File: src/verilog/i2cst_pkg.sv
// Constants and types for the I2C status and master clock timing block
`default_nettype none
package i2cst_pkg;
  // Register byte addresses
  localparam logic [7:0] ADR_STATUS_TWO = 8'h18;
  localparam logic [7:0] ADR_CLK_CTRL = 8'h1c;
  localparam logic [7:0] ADR_RISE_TIME = 8'h20;
  localparam logic [7:0] ADR_CONTROL = 8'h24;
  localparam logic [7:0] ADR_IRQ_STATUS = 8'h28;
  localparam logic [7:0] ADR_IRQ_MASK = 8'h2c;
  // Reset values
  localparam logic [15:0] RST_CLK_CTRL = 16'h0000;
  localparam logic [15:0] RST_RISE_TIME = 16'h0002;
  localparam logic [15:0] RST_CONTROL = 16'h0000;
  localparam logic [3:0] RST_IRQ = 4'h0;
  // Writable bits of each register
  localparam logic [15:0] MASK_CLK_CTRL = 16'hcfff;
  localparam logic [15:0] MASK_RISE_TIME = 16'h003f;
  localparam logic [15:0] MASK_CONTROL = 16'h000f;
  localparam logic [15:0] MASK_IRQ = 16'h000f;
  // Status two fields
  localparam int BIT_ROLE = 0;
  localparam int BIT_BUSY = 1;
  localparam int BIT_DIR = 2;
  localparam int BIT_BCAST = 4;
  localparam int BIT_DEFADR = 5;
  localparam int BIT_HOSTHDR = 6;
  localparam int BIT_SECOND = 7;
  localparam int CHK_LSB = 8;
  localparam int CHK_MSB = 15;
  // Clock control and rise time fields
  localparam int DIV_MSB = 11;
  localparam int DUTY_BIT = 14;
  localparam int SPEED_BIT = 15;
  localparam int RISE_MSB = 5;
  // Control fields
  localparam int CTL_ENABLE = 0;
  localparam int CTL_ARP = 1;
  localparam int CTL_HOSTSEL = 2;
  localparam int CTL_CHKEN = 3;
  // Interrupt events
  localparam int EV_BUSY_ON = 0;
  localparam int EV_BUSY_OFF = 1;
  localparam int EV_ARB = 2;
  localparam int EV_ADDR = 3;
  // Phase multipliers
  localparam logic [16:0] MUL_FAST_LOW = 17'h00002;
  localparam logic [16:0] MUL_DUTY_HIGH = 17'h00009;
  localparam logic [16:0] MUL_DUTY_LOW = 17'h00010;
  typedef enum logic [1:0] {
    SCL_IDLE = 2'b00,
    SCL_LOW = 2'b01,
    SCL_RISE = 2'b10,
    SCL_HIGH = 2'b11
  } i2cst_scl_e;
endpackage : i2cst_pkg
`default_nettype wire

File: src/verilog/i2cst_top.sv
// I2C status flags, master SCL timing and Wishbone register slave
`timescale 1ns/1ps
`default_nettype none
module i2cst_top
  import i2cst_pkg::*;
(
  input wire logic sys_clk,
  input wire logic rst,
  input wire logic wb_cyc_i,
  input wire logic wb_stb_i,
  input wire logic wb_we_i,
  input wire logic [7:0] wb_adr_i,
  input wire logic [3:0] wb_sel_i,
  input wire logic [31:0] wb_dat_i,
  output logic [31:0] wb_dat_o,
  output logic wb_ack_o,
  input wire logic scl_in,
  output logic scl_out,
  output logic scl_oe,
  input wire logic sda_in,
  input wire logic master_start_i,
  input wire logic stop_generated_i,
  input wire logic repeated_start_i,
  input wire logic arb_lost_i,
  input wire logic scl_run_i,
  input wire logic addr_dir_valid_i,
  input wire logic addr_dir_tx_i,
  input wire logic bcast_hit_i,
  input wire logic default_addr_hit_i,
  input wire logic host_header_hit_i,
  input wire logic own_addr_hit_i,
  input wire logic own_addr_second_i,
  input wire logic [7:0] checksum_i,
  output logic role_is_master,
  output logic line_busy_flag,
  output logic peripheral_enable,
  output logic addr_resolution_enable,
  output logic smbus_host_type_select,
  output logic checksum_enable,
  output logic irq
);

  function automatic logic [15:0] merge16(input logic [15:0] old,
      input logic [31:0] dat, input logic [3:0] sel, input logic [15:0] msk);
    logic [15:0] r;
    r = old;
    if (sel[0]) r[7:0] = dat[7:0];
    if (sel[1]) r[15:8] = dat[15:8];
    return r & msk;
  endfunction : merge16

  // Length of one SCL phase in clock cycles, never below one
  function automatic logic [16:0] phase_len(input logic [11:0] div,
      input logic fast, input logic duty, input logic high);
    logic [16:0] d;
    logic [16:0] r;
    d = {5'h00, div};
    if (!fast) r = d;
    else if (!duty) r = high ? d : 17'(d * MUL_FAST_LOW);
    else r = high ? 17'(d * MUL_DUTY_HIGH) : 17'(d * MUL_DUTY_LOW);
    return (r == 17'h00000) ? 17'h00001 : r;
  endfunction : phase_len

  logic [15:0] clk_ctrl_r;
  logic [15:0] rise_r;
  logic [15:0] ctrl_r;
  logic [3:0] irq_stat_r;
  logic [3:0] irq_mask_r;
  logic ack_r;
  logic [31:0] rdat_r;
  logic scl_meta_r, scl_s_r, sda_meta_r, sda_s_r, sda_prev_r;
  logic dir_r, bcast_r, defadr_r, host_r, second_r;
  logic [7:0] chk_r;
  i2cst_scl_e st_r;
  logic [16:0] cnt_r;
  logic [5:0] rise_cnt_r;
  logic scl_oe_r;

  logic en, stop_seen, wr_stb, rd_stb, slave_clr, run, rise_done;
  logic [16:0] lo_len, hi_len;
  logic [15:0] status_two;
  logic [3:0] ev;

  //////////////////////////////////////////////////////////////////////////////
  // Wishbone slave: one wait state, unmapped reads zero, writes dropped

  assign wr_stb = wb_cyc_i & wb_stb_i & wb_we_i & ~ack_r;
  assign rd_stb = wb_cyc_i & wb_stb_i & ~wb_we_i & ~ack_r;
  assign wb_ack_o = ack_r;
  assign wb_dat_o = rdat_r;

  always_ff @(posedge sys_clk) begin
    if (rst) ack_r <= 1'b0;
    else ack_r <= wb_cyc_i & wb_stb_i & ~ack_r;
  end

  always_ff @(posedge sys_clk) begin
    if (rst) begin
      rdat_r <= 32'h00000000;
    end else if (rd_stb) begin
      unique case (wb_adr_i)
        ADR_STATUS_TWO: rdat_r <= {16'h0000, status_two};
        ADR_CLK_CTRL: rdat_r <= {16'h0000, clk_ctrl_r};
        ADR_RISE_TIME: rdat_r <= {16'h0000, rise_r};
        ADR_CONTROL: rdat_r <= {16'h0000, ctrl_r};
        ADR_IRQ_STATUS: rdat_r <= {28'h0000000, irq_stat_r};
        ADR_IRQ_MASK: rdat_r <= {28'h0000000, irq_mask_r};
        default: rdat_r <= 32'h00000000;
      endcase
    end
  end

  always_ff @(posedge sys_clk) begin
    if (rst) begin
      clk_ctrl_r <= RST_CLK_CTRL;
      rise_r <= RST_RISE_TIME;
      ctrl_r <= RST_CONTROL;
      irq_mask_r <= RST_IRQ;
    end else if (wr_stb) begin
      if (wb_adr_i == ADR_CLK_CTRL)
        clk_ctrl_r <= merge16(clk_ctrl_r, wb_dat_i, wb_sel_i, MASK_CLK_CTRL);
      if (wb_adr_i == ADR_RISE_TIME)
        rise_r <= merge16(rise_r, wb_dat_i, wb_sel_i, MASK_RISE_TIME);
      if (wb_adr_i == ADR_CONTROL)
        ctrl_r <= merge16(ctrl_r, wb_dat_i, wb_sel_i, MASK_CONTROL);
      if (wb_adr_i == ADR_IRQ_MASK)
        irq_mask_r <= 4'(merge16({12'h000, irq_mask_r}, wb_dat_i, wb_sel_i,
            MASK_IRQ));
    end
  end

  assign en = ctrl_r[CTL_ENABLE];
  assign peripheral_enable = en;
  assign addr_resolution_enable = ctrl_r[CTL_ARP];
  assign smbus_host_type_select = ctrl_r[CTL_HOSTSEL];
  assign checksum_enable = ctrl_r[CTL_CHKEN];

  //////////////////////////////////////////////////////////////////////////////
  // Line synchronisers and stop detection

  always_ff @(posedge sys_clk) begin
    if (rst) begin
      scl_meta_r <= 1'b1;
      scl_s_r <= 1'b1;
      sda_meta_r <= 1'b1;
      sda_s_r <= 1'b1;
      sda_prev_r <= 1'b1;
    end else begin
      scl_meta_r <= scl_in;
      scl_s_r <= scl_meta_r;
      sda_meta_r <= sda_in;
      sda_s_r <= sda_meta_r;
      sda_prev_r <= sda_s_r;
    end
  end

  // Stop: SDA rises while SCL stays high
  assign stop_seen = scl_s_r & sda_s_r & ~sda_prev_r;

  //////////////////////////////////////////////////////////////////////////////
  // Status flags; a new event wins over a clear in the same cycle

  always_ff @(posedge sys_clk) begin
    if (rst) role_is_master <= 1'b0;
    else if (!en) role_is_master <= 1'b0;
    else if (master_start_i) role_is_master <= 1'b1;
    else if (stop_generated_i | arb_lost_i) role_is_master <= 1'b0;
  end

  always_ff @(posedge sys_clk) begin
    if (rst) line_busy_flag <= 1'b0;
    else if (~scl_s_r | ~sda_s_r) line_busy_flag <= 1'b1;
    else if (stop_seen) line_busy_flag <= 1'b0;
  end

  always_ff @(posedge sys_clk) begin
    if (rst) dir_r <= 1'b0;
    else if (!en) dir_r <= 1'b0;
    else if (addr_dir_valid_i) dir_r <= addr_dir_tx_i;
    else if (stop_seen | stop_generated_i | repeated_start_i | arb_lost_i)
      dir_r <= 1'b0;
  end

  // Slave address flags share one clear; disable always wins
  assign slave_clr = stop_seen | repeated_start_i;

  always_ff @(posedge sys_clk) begin
    if (rst | ~en) begin
      bcast_r <= 1'b0;
      defadr_r <= 1'b0;
      host_r <= 1'b0;
      second_r <= 1'b0;
    end else begin
      if (bcast_hit_i & ~role_is_master) bcast_r <= 1'b1;
      else if (slave_clr) bcast_r <= 1'b0;
      if (default_addr_hit_i & ~role_is_master & ctrl_r[CTL_ARP])
        defadr_r <= 1'b1;
      else if (slave_clr) defadr_r <= 1'b0;
      if (host_header_hit_i & ~role_is_master & ctrl_r[CTL_ARP]
          & ctrl_r[CTL_HOSTSEL])
        host_r <= 1'b1;
      else if (slave_clr) host_r <= 1'b0;
      if (own_addr_hit_i & ~role_is_master)
        second_r <= own_addr_second_i;
      else if (slave_clr) second_r <= 1'b0;
    end
  end

  // Checksum reads zero while checking is off
  always_ff @(posedge sys_clk) begin
    if (rst) chk_r <= 8'h00;
    else chk_r <= ctrl_r[CTL_CHKEN] ? checksum_i : 8'h00;
  end

  always_comb begin
    status_two = 16'h0000;
    status_two[BIT_ROLE] = role_is_master;
    status_two[BIT_BUSY] = line_busy_flag;
    status_two[BIT_DIR] = dir_r;
    status_two[BIT_BCAST] = bcast_r;
    status_two[BIT_DEFADR] = defadr_r;
    status_two[BIT_HOSTHDR] = host_r;
    status_two[BIT_SECOND] = second_r;
    status_two[CHK_MSB:CHK_LSB] = chk_r;
  end

  //////////////////////////////////////////////////////////////////////////////
  // Interrupt status: sticky, cleared by a read, set wins over clear

  always_comb begin
    ev = 4'h0;
    ev[EV_BUSY_ON] = ~line_busy_flag & (~scl_s_r | ~sda_s_r);
    ev[EV_BUSY_OFF] = line_busy_flag & scl_s_r & sda_s_r & stop_seen;
    ev[EV_ARB] = role_is_master & arb_lost_i & en;
    ev[EV_ADDR] = en & ~role_is_master & (bcast_hit_i | own_addr_hit_i
        | (default_addr_hit_i & ctrl_r[CTL_ARP]));
  end

  always_ff @(posedge sys_clk) begin
    if (rst) irq_stat_r <= RST_IRQ;
    else if (rd_stb && wb_adr_i == ADR_IRQ_STATUS) irq_stat_r <= ev;
    else irq_stat_r <= irq_stat_r | ev;
  end

  assign irq = |(irq_stat_r & irq_mask_r);

  //////////////////////////////////////////////////////////////////////////////
  // SCL generator for master mode

  assign lo_len = phase_len(clk_ctrl_r[DIV_MSB:0], clk_ctrl_r[SPEED_BIT],
      clk_ctrl_r[DUTY_BIT], 1'b0);
  assign hi_len = phase_len(clk_ctrl_r[DIV_MSB:0], clk_ctrl_r[SPEED_BIT],
      clk_ctrl_r[DUTY_BIT], 1'b1);
  assign run = en & role_is_master & scl_run_i;
  // Programmed value is rise time plus one
  assign rise_done = ({1'b0, rise_cnt_r} + 7'h01)
      >= {1'b0, rise_r[RISE_MSB:0]};

  always_ff @(posedge sys_clk) begin
    if (rst) begin
      st_r <= SCL_IDLE;
      cnt_r <= 17'h00000;
      rise_cnt_r <= 6'h00;
      scl_oe_r <= 1'b0;
    end else begin
      unique case (st_r)
        SCL_IDLE: begin
          if (run) begin
            st_r <= SCL_LOW;
            cnt_r <= lo_len;
            scl_oe_r <= 1'b1;
          end
        end
        SCL_LOW: begin
          if (!run) begin
            st_r <= SCL_IDLE;
            scl_oe_r <= 1'b0;
          end else if (cnt_r == 17'h00001) begin
            st_r <= SCL_RISE;
            rise_cnt_r <= 6'h00;
            scl_oe_r <= 1'b0;
          end else begin
            cnt_r <= cnt_r - 17'h00001;
          end
        end
        SCL_RISE: begin
          // Slow edge or stretching slave holds off the high count, but no longer than rise_done allows
          if (!run) st_r <= SCL_IDLE;
          else if (scl_s_r | rise_done) begin
            st_r <= SCL_HIGH;
            cnt_r <= hi_len;
          end else begin
            rise_cnt_r <= rise_cnt_r + 6'h01;
          end
        end
        SCL_HIGH: begin
          if (cnt_r != 17'h00001) cnt_r <= cnt_r - 17'h00001;
          else if (run) begin
            st_r <= SCL_LOW;
            cnt_r <= lo_len;
            scl_oe_r <= 1'b1;
          end else st_r <= SCL_IDLE;
        end
      endcase
    end
  end

  // Open drain: only ever pulls low
  assign scl_out = 1'b0;
  assign scl_oe = scl_oe_r;

  //////////////////////////////////////////////////////////////////////////////
  // Checks

  logic [16:0] oe_cnt_r, hi_cnt_r, lo_lat_r, hi_lat_r;

  always_ff @(posedge sys_clk) begin
    if (rst) begin
      oe_cnt_r <= 17'h00000;
      hi_cnt_r <= 17'h00000;
      lo_lat_r <= 17'h00000;
      hi_lat_r <= 17'h00000;
    end else begin
      oe_cnt_r <= scl_oe_r ? oe_cnt_r + 17'h00001 : 17'h00000;
      hi_cnt_r <= (st_r == SCL_HIGH) ? hi_cnt_r + 17'h00001 : 17'h00000;
      if (!scl_oe_r) lo_lat_r <= lo_len;
      if (st_r == SCL_RISE) hi_lat_r <= hi_len;
    end
  end

  property p_role_clear;
    @(posedge sys_clk) disable iff (rst)
      (role_is_master && (stop_generated_i || arb_lost_i) && !master_start_i)
      |=> !role_is_master;
  endproperty
  a_role_clear: assert property (p_role_clear)
    else $error("master flag not cleared");

  property p_role_off;
    @(posedge sys_clk) disable iff (rst) !en |=> !role_is_master;
  endproperty
  a_role_off: assert property (p_role_off)
    else $error("master flag set while disabled");

  property p_busy;
    @(posedge sys_clk) disable iff (rst)
      (!scl_s_r || !sda_s_r) |=> line_busy_flag;
  endproperty
  a_busy: assert property (p_busy)
    else $error("busy flag missing while line low");

  property p_dir;
    @(posedge sys_clk) disable iff (rst)
      (en && addr_dir_valid_i) |=> (dir_r == $past(addr_dir_tx_i));
  endproperty
  a_dir: assert property (p_dir)
    else $error("direction flag wrong");

  property p_bcast_clr;
    @(posedge sys_clk) disable iff (rst)
      (slave_clr && !bcast_hit_i) |=> !bcast_r;
  endproperty
  a_bcast_clr: assert property (p_bcast_clr)
    else $error("broadcast flag not cleared");

  property p_defadr;
    @(posedge sys_clk) disable iff (rst)
      (defadr_r && !$past(defadr_r)) |-> $past(ctrl_r[CTL_ARP]);
  endproperty
  a_defadr: assert property (p_defadr)
    else $error("default address flag without resolution");

  property p_host;
    @(posedge sys_clk) disable iff (rst)
      (en && host_header_hit_i && !role_is_master && ctrl_r[CTL_ARP]
       && ctrl_r[CTL_HOSTSEL]) |=> host_r;
  endproperty
  a_host: assert property (p_host)
    else $error("host header flag not set");

  property p_second;
    @(posedge sys_clk) disable iff (rst)
      (en && own_addr_hit_i && !role_is_master)
      |=> (second_r == $past(own_addr_second_i));
  endproperty
  a_second: assert property (p_second)
    else $error("second address flag wrong");

  property p_chk;
    @(posedge sys_clk) disable iff (rst)
      ctrl_r[CTL_CHKEN] |=> (status_two[CHK_MSB:CHK_LSB] == $past(checksum_i));
  endproperty
  a_chk: assert property (p_chk)
    else $error("checksum field stale");

  property p_low_len;
    @(posedge sys_clk) disable iff (rst)
      ($fell(scl_oe_r) && st_r == SCL_RISE) |-> (oe_cnt_r == lo_lat_r);
  endproperty
  a_low_len: assert property (p_low_len)
    else $error("SCL low phase length wrong");

  property p_high_len;
    @(posedge sys_clk) disable iff (rst)
      ($past(st_r) == SCL_HIGH && st_r != SCL_HIGH) |-> (hi_cnt_r == hi_lat_r);
  endproperty
  a_high_len: assert property (p_high_len)
    else $error("SCL high phase length wrong");

  property p_std_even;
    @(posedge sys_clk) disable iff (rst)
      !clk_ctrl_r[SPEED_BIT] |-> (lo_len == hi_len);
  endproperty
  a_std_even: assert property (p_std_even)
    else $error("standard mode phases unequal");

  property p_rise_wait;
    @(posedge sys_clk) disable iff (rst)
      (st_r == SCL_RISE && run && !scl_s_r && !rise_done) |=> st_r == SCL_RISE;
  endproperty
  a_rise_wait: assert property (p_rise_wait)
    else $error("high phase started too early");

  // Rise limit elapsed must end the wait even with SCL still held low
  property p_rise_bound;
    @(posedge sys_clk) disable iff (rst)
      (st_r == SCL_RISE && run && rise_done) |=> (st_r == SCL_HIGH);
  endproperty
  a_rise_bound: assert property (p_rise_bound)
    else $error("rise limit did not end the wait");

  property p_reset_vals;
    @(posedge sys_clk) disable iff (rst)
      $past(rst) |-> (rise_r == RST_RISE_TIME && clk_ctrl_r == RST_CLK_CTRL
        && status_two == 16'h0000);
  endproperty
  a_reset_vals: assert property (p_reset_vals)
    else $error("reset values wrong");

endmodule : i2cst_top
`default_nettype wire
File: config.mk
export PLATFORM = sky130hd
export DESIGN_NAME = i2cst_top
export DESIGN_NICKNAME = d
export VERILOG_FILES = /design/src/verilog/i2cst_pkg.sv /design/src/verilog/i2cst_top.sv
export SDC_FILE = /design/constraint.sdc
export NUM_CORES = 1
export LEC_CHECK = 0
export BUFFER_PORTS_ARGS = -buffer_cell sky130_fd_sc_hd__buf_4
export CAP_MARGIN = 10
export CORE_UTILIZATION = 58
export CTS_BUF_LIST = sky130_fd_sc_hd__clkbuf_4
export CTS_CLUSTER_SIZE = 30
export DETAILED_ROUTE_END_ITERATION = 10
export PLACE_DENSITY_LB_ADDON = 0.25
export RECOVER_POWER = 50
export SLEW_MARGIN = 20
export SYNTH_ARGS = -nofsm -noshare
export SYNTH_HDL_FRONTEND = slang
export SYNTH_SLANG_ARGS = --single-unit
File: constraint.sdc
create_clock -name sys_clk -period 3.4 [get_ports sys_clk]
set_clock_uncertainty 0.1 [all_clocks]
set_input_delay 0.68 -clock sys_clk [delete_from_list [all_inputs] [get_ports sys_clk]]
set_output_delay 0.68 -clock sys_clk [all_outputs]
set_load 0.02 [all_outputs]
==> results.md <==
* CTS Buf Count at 9
* Final count of pins violating max slew at 0
* Per-instance average area after synthesis at 8.192 µm²
* Top-count cell post-synth: sky130_fd_sc_hd__nor2_1
* Vias post-DR at 5992
* Post-synth top cells: sky130_fd_sc_hd__nor2_1 (105), sky130_fd_sc_hd__dfxtp_1 (95), sky130_fd_sc_hd__a21oi_1 (51), sky130_fd_sc_hd__nand2_1 (51), sky130_fd_sc_hd__mux2i_1 (47)
* Final cycle utilization of the critical path at 93.29%
* Max Used Layer: met4
* Via/cell ratio at 6.268
* Clock Path Buffers at 2
* Final-report setup violation count at 0
* Category of the most critical setup path: flip-flop to flip-flop
* Post-synthesis cell type count at 82
* CP required at 3.68 ns
* Most common flop cell mapped by yosys: sky130_fd_sc_hd__dfxtp_1
* GR Overflow Total at 0
* Area of the mapped netlist at 0.006193 mm²
* Run status: finished, final reports clean
* Gp weighted congestion at 0.9310
* Fillers at 898
* Number of buffer cells added on primary ports at 75
* Share of final-layout standard cells stronger than drive strength 1 at 15.85%
* TritonCTS clock tree: done
* Total GRT Usage at 31.47%
* Number of top-level pins at 113
* Post-CTS setup-driven buffer insertion count at 0
* Area share of the leading cell type in the synthesized netlist at 30.71%
* Routed WL at 16.99 mm
* Total chip power at 1.809 mW
* Worst min-delay path class: input port to flip-flop
* Clock network latency to the later pin of the worst-skew pair at 0.50 ns
* Routed length on met2 at 8.043 mm
* Number of failing hold endpoints at the final stage at 0
* Setup repair after global routing missed its margin: false
* Max Fanout on Critical Path at 9
* Vias in the first global route at 5744
* TritonCTS Sinks at 95
* Slew at the pin with the worst max-slew slack at 1.449 ns
* Count of inserted antenna diode cells at 0
* Arrival time of data at the critical path endpoint at 3.45 ns
* Remaining antenna violation count at 0
* DR DRC count at 0
* Minimum setup slack among reg-to-reg paths at 0.23 ns
* Number of instances in the synthesized netlist at 756
* Number of cells upsized or downsized after cts at 0
* Global-route wire length before repair at 27.91 mm
* Pin count of the biggest net entering global routing at 37
* Die H at 105.3 µm
* Total Negative Setup Slacks at 0 ns
* Setup crit end kind: flip-flop
* Critical Path Start Type: flip-flop
* Warnings, synthesis at 0
* Die Wd at 105.3 µm
* Number of placement rows at 37
* Number of enable-type register cells in the synthesized netlist at 0
* Lkg Pwr at 2.652 nW
* Number of antenna violations at the first check in global routing at 0
* Violation count after the first detailed-route iteration at 429
* Total of flip-flops plus latches after synthesis at 95
* Final HPWL from detailed placement at 12.30 mm
* # hold bufs at CTS at 0
* Worst-case vdd ir drop at 0.0002763 V
* CTS HTree Levels at 3
* Sequential fraction of the synthesis area at 30.71%
* Starting density of the core at 59.99%
* Avg WL per Cell at 17.78 µm
* Placeable core region at 0.01032 mm²
* Yosys top cell by area: sky130_fd_sc_hd__dfxtp_1
* Pwr dens at 264.0 mW/mm²
* Number of iterations in the first detailed-routing pass at 5
* Top achievable clock speed at 0.3153 GHz
* Total routed wire length on the met1 layer at 7.229 mm
* Net count of the finished layout at 915
* Asr flop ratio synth at 0%
* DIE AREA at 0.01110 mm²
* Fin crit period at 3.172 ns
* Maxcap violations at 0
* Layout Area Growth over Synthesis at 10.67%
* Leading post-synthesis cells by cell area: sky130_fd_sc_hd__dfxtp_1 (31%), sky130_fd_sc_hd__mux2i_1 (7.6%), sky130_fd_sc_hd__nor2_1 (6.4%), sky130_fd_sc_hd__ha_1 (5.5%), sky130_fd_sc_hd__a21oi_1 (4.1%)
* Rel. slew slack at 3.403%
* Met3 wire length at 1.268 mm
* Reg clk slew, reported paths at 0.15 ns
* Share of the core filled with cells in the final layout at 66.39%
* Root Buffer: sky130_fd_sc_hd__clkbuf_4
## kinds of logic after synthesis
group / after synthesis / synth area share, %
muxes: 61 / 10.14
other: 1 / 0.06055
AOI/OAI and AO/OA: 194 / 22.22
adders and majority gates: 28 / 5.778
DFF: 95 / 30.71
buffers and inverters: 86 / 6.869
xor gates and xnor gates: 17 / 2.404
and+or+nand+nor: 274 / 21.82
## path summary, 6_finish.rpt
path              depth (start not counted)    endpoint           from
hold reg to reg                           1     sda_s_r     sda_meta_r
setup / recovery                         12   cnt_r[16]  rise_cnt_r[0]
hold / removal                            2  scl_meta_r         scl_in
setup reg to reg                         12   cnt_r[16]  rise_cnt_r[0]
## layout make-up
| type | count | area [µm²] | area share, % |
|---|---|---|---|
| sequential | 95 | 1903 | 27.77 |
| multi-input combinational | 591 | 3948 | 57.59 |
| tap | 136 | 170.2 | 2.483 |
| inverter | 18 | 67.56 | 0.9858 |
| timing repair buffer | 101 | 656.9 | 9.584 |
| clock buffer | 10 | 75.07 | 1.095 |
| clock inverter | 5 | 33.78 | 0.4929 |
## placed cells by master (no fill, tap or decap), types with 14 or more instances in the layout
cell type	n
sky130_fd_sc_hd__a21oi_1	51
sky130_fd_sc_hd__a22oi_1	18
sky130_fd_sc_hd__buf_4	73
sky130_fd_sc_hd__clkbuf_1	27
sky130_fd_sc_hd__conb_1	17
sky130_fd_sc_hd__dfxtp_1	94
sky130_fd_sc_hd__ha_1	27
sky130_fd_sc_hd__inv_1	18
sky130_fd_sc_hd__mux2_2	14
sky130_fd_sc_hd__mux2i_1	47
sky130_fd_sc_hd__nand2_1	51
sky130_fd_sc_hd__nand3_1	27
sky130_fd_sc_hd__nor2_1	105
sky130_fd_sc_hd__o21ai_0	24
## metal layers
metal  vias up  GRT usage [%]
met3        39          4.947
li1       2844              -
met5         -              0
met1      2818          40.45
met2       291          51.41
met4         0          15.19
## per-stage QoR
stage | worst slack, ns | hold WS (ns) | std cells | area, µm²
finish | 0.2282 | 0.2689 | 956 | 6854
global route | 0.01150 | 0.2600 | 956 | 6854
CTS | 0.1777 | 0.2578 | 956 | 6933
detailed placement | 0.2119 | 0.3027 | 941 | 6824
global placement | 0.3309 | 0.2912 | 941 | 6824
floorplan | 0.6168 | 0.2895 | 772 | 6254
## sequential cells by signal, indices dropped and copies added, names as in the netlist, 2 cells and up
register	count
cnt_r	17
wb_dat_o	16
clk_ctrl_r	14
chk_r	8
rise_cnt_r	6
rise_r	6
ctrl_r	4
irq_mask_r	4
irq_stat_r	4
st_r	2
## report_power, final
group	internal (mW)	leakage, nW	switching (mW)
combinational	0.0503	1.82	0.0702
sequential	1.12	0.767	0.00419
clock	0.155	0.0603	0.411
## worst max-delay path, stage by stage, from the launching register on
cell,delay [ns]
sky130_fd_sc_hd__dfxtp_1,0.42
sky130_fd_sc_hd__ha_1,0.24
sky130_fd_sc_hd__and3_1,0.26
sky130_fd_sc_hd__xor2_1,0.20
sky130_fd_sc_hd__ha_1,0.27
sky130_fd_sc_hd__and2_1,0.17
sky130_fd_sc_hd__and3_1,0.19
sky130_fd_sc_hd__a41oi_2,0.31
sky130_fd_sc_hd__and2_1,0.32
sky130_fd_sc_hd__nand2_1,0.11
sky130_fd_sc_hd__buf_4,0.19
sky130_fd_sc_hd__a32oi_1,0.19
sky130_fd_sc_hd__o32ai_1,0.10
(Power assumes the default switching activity.)
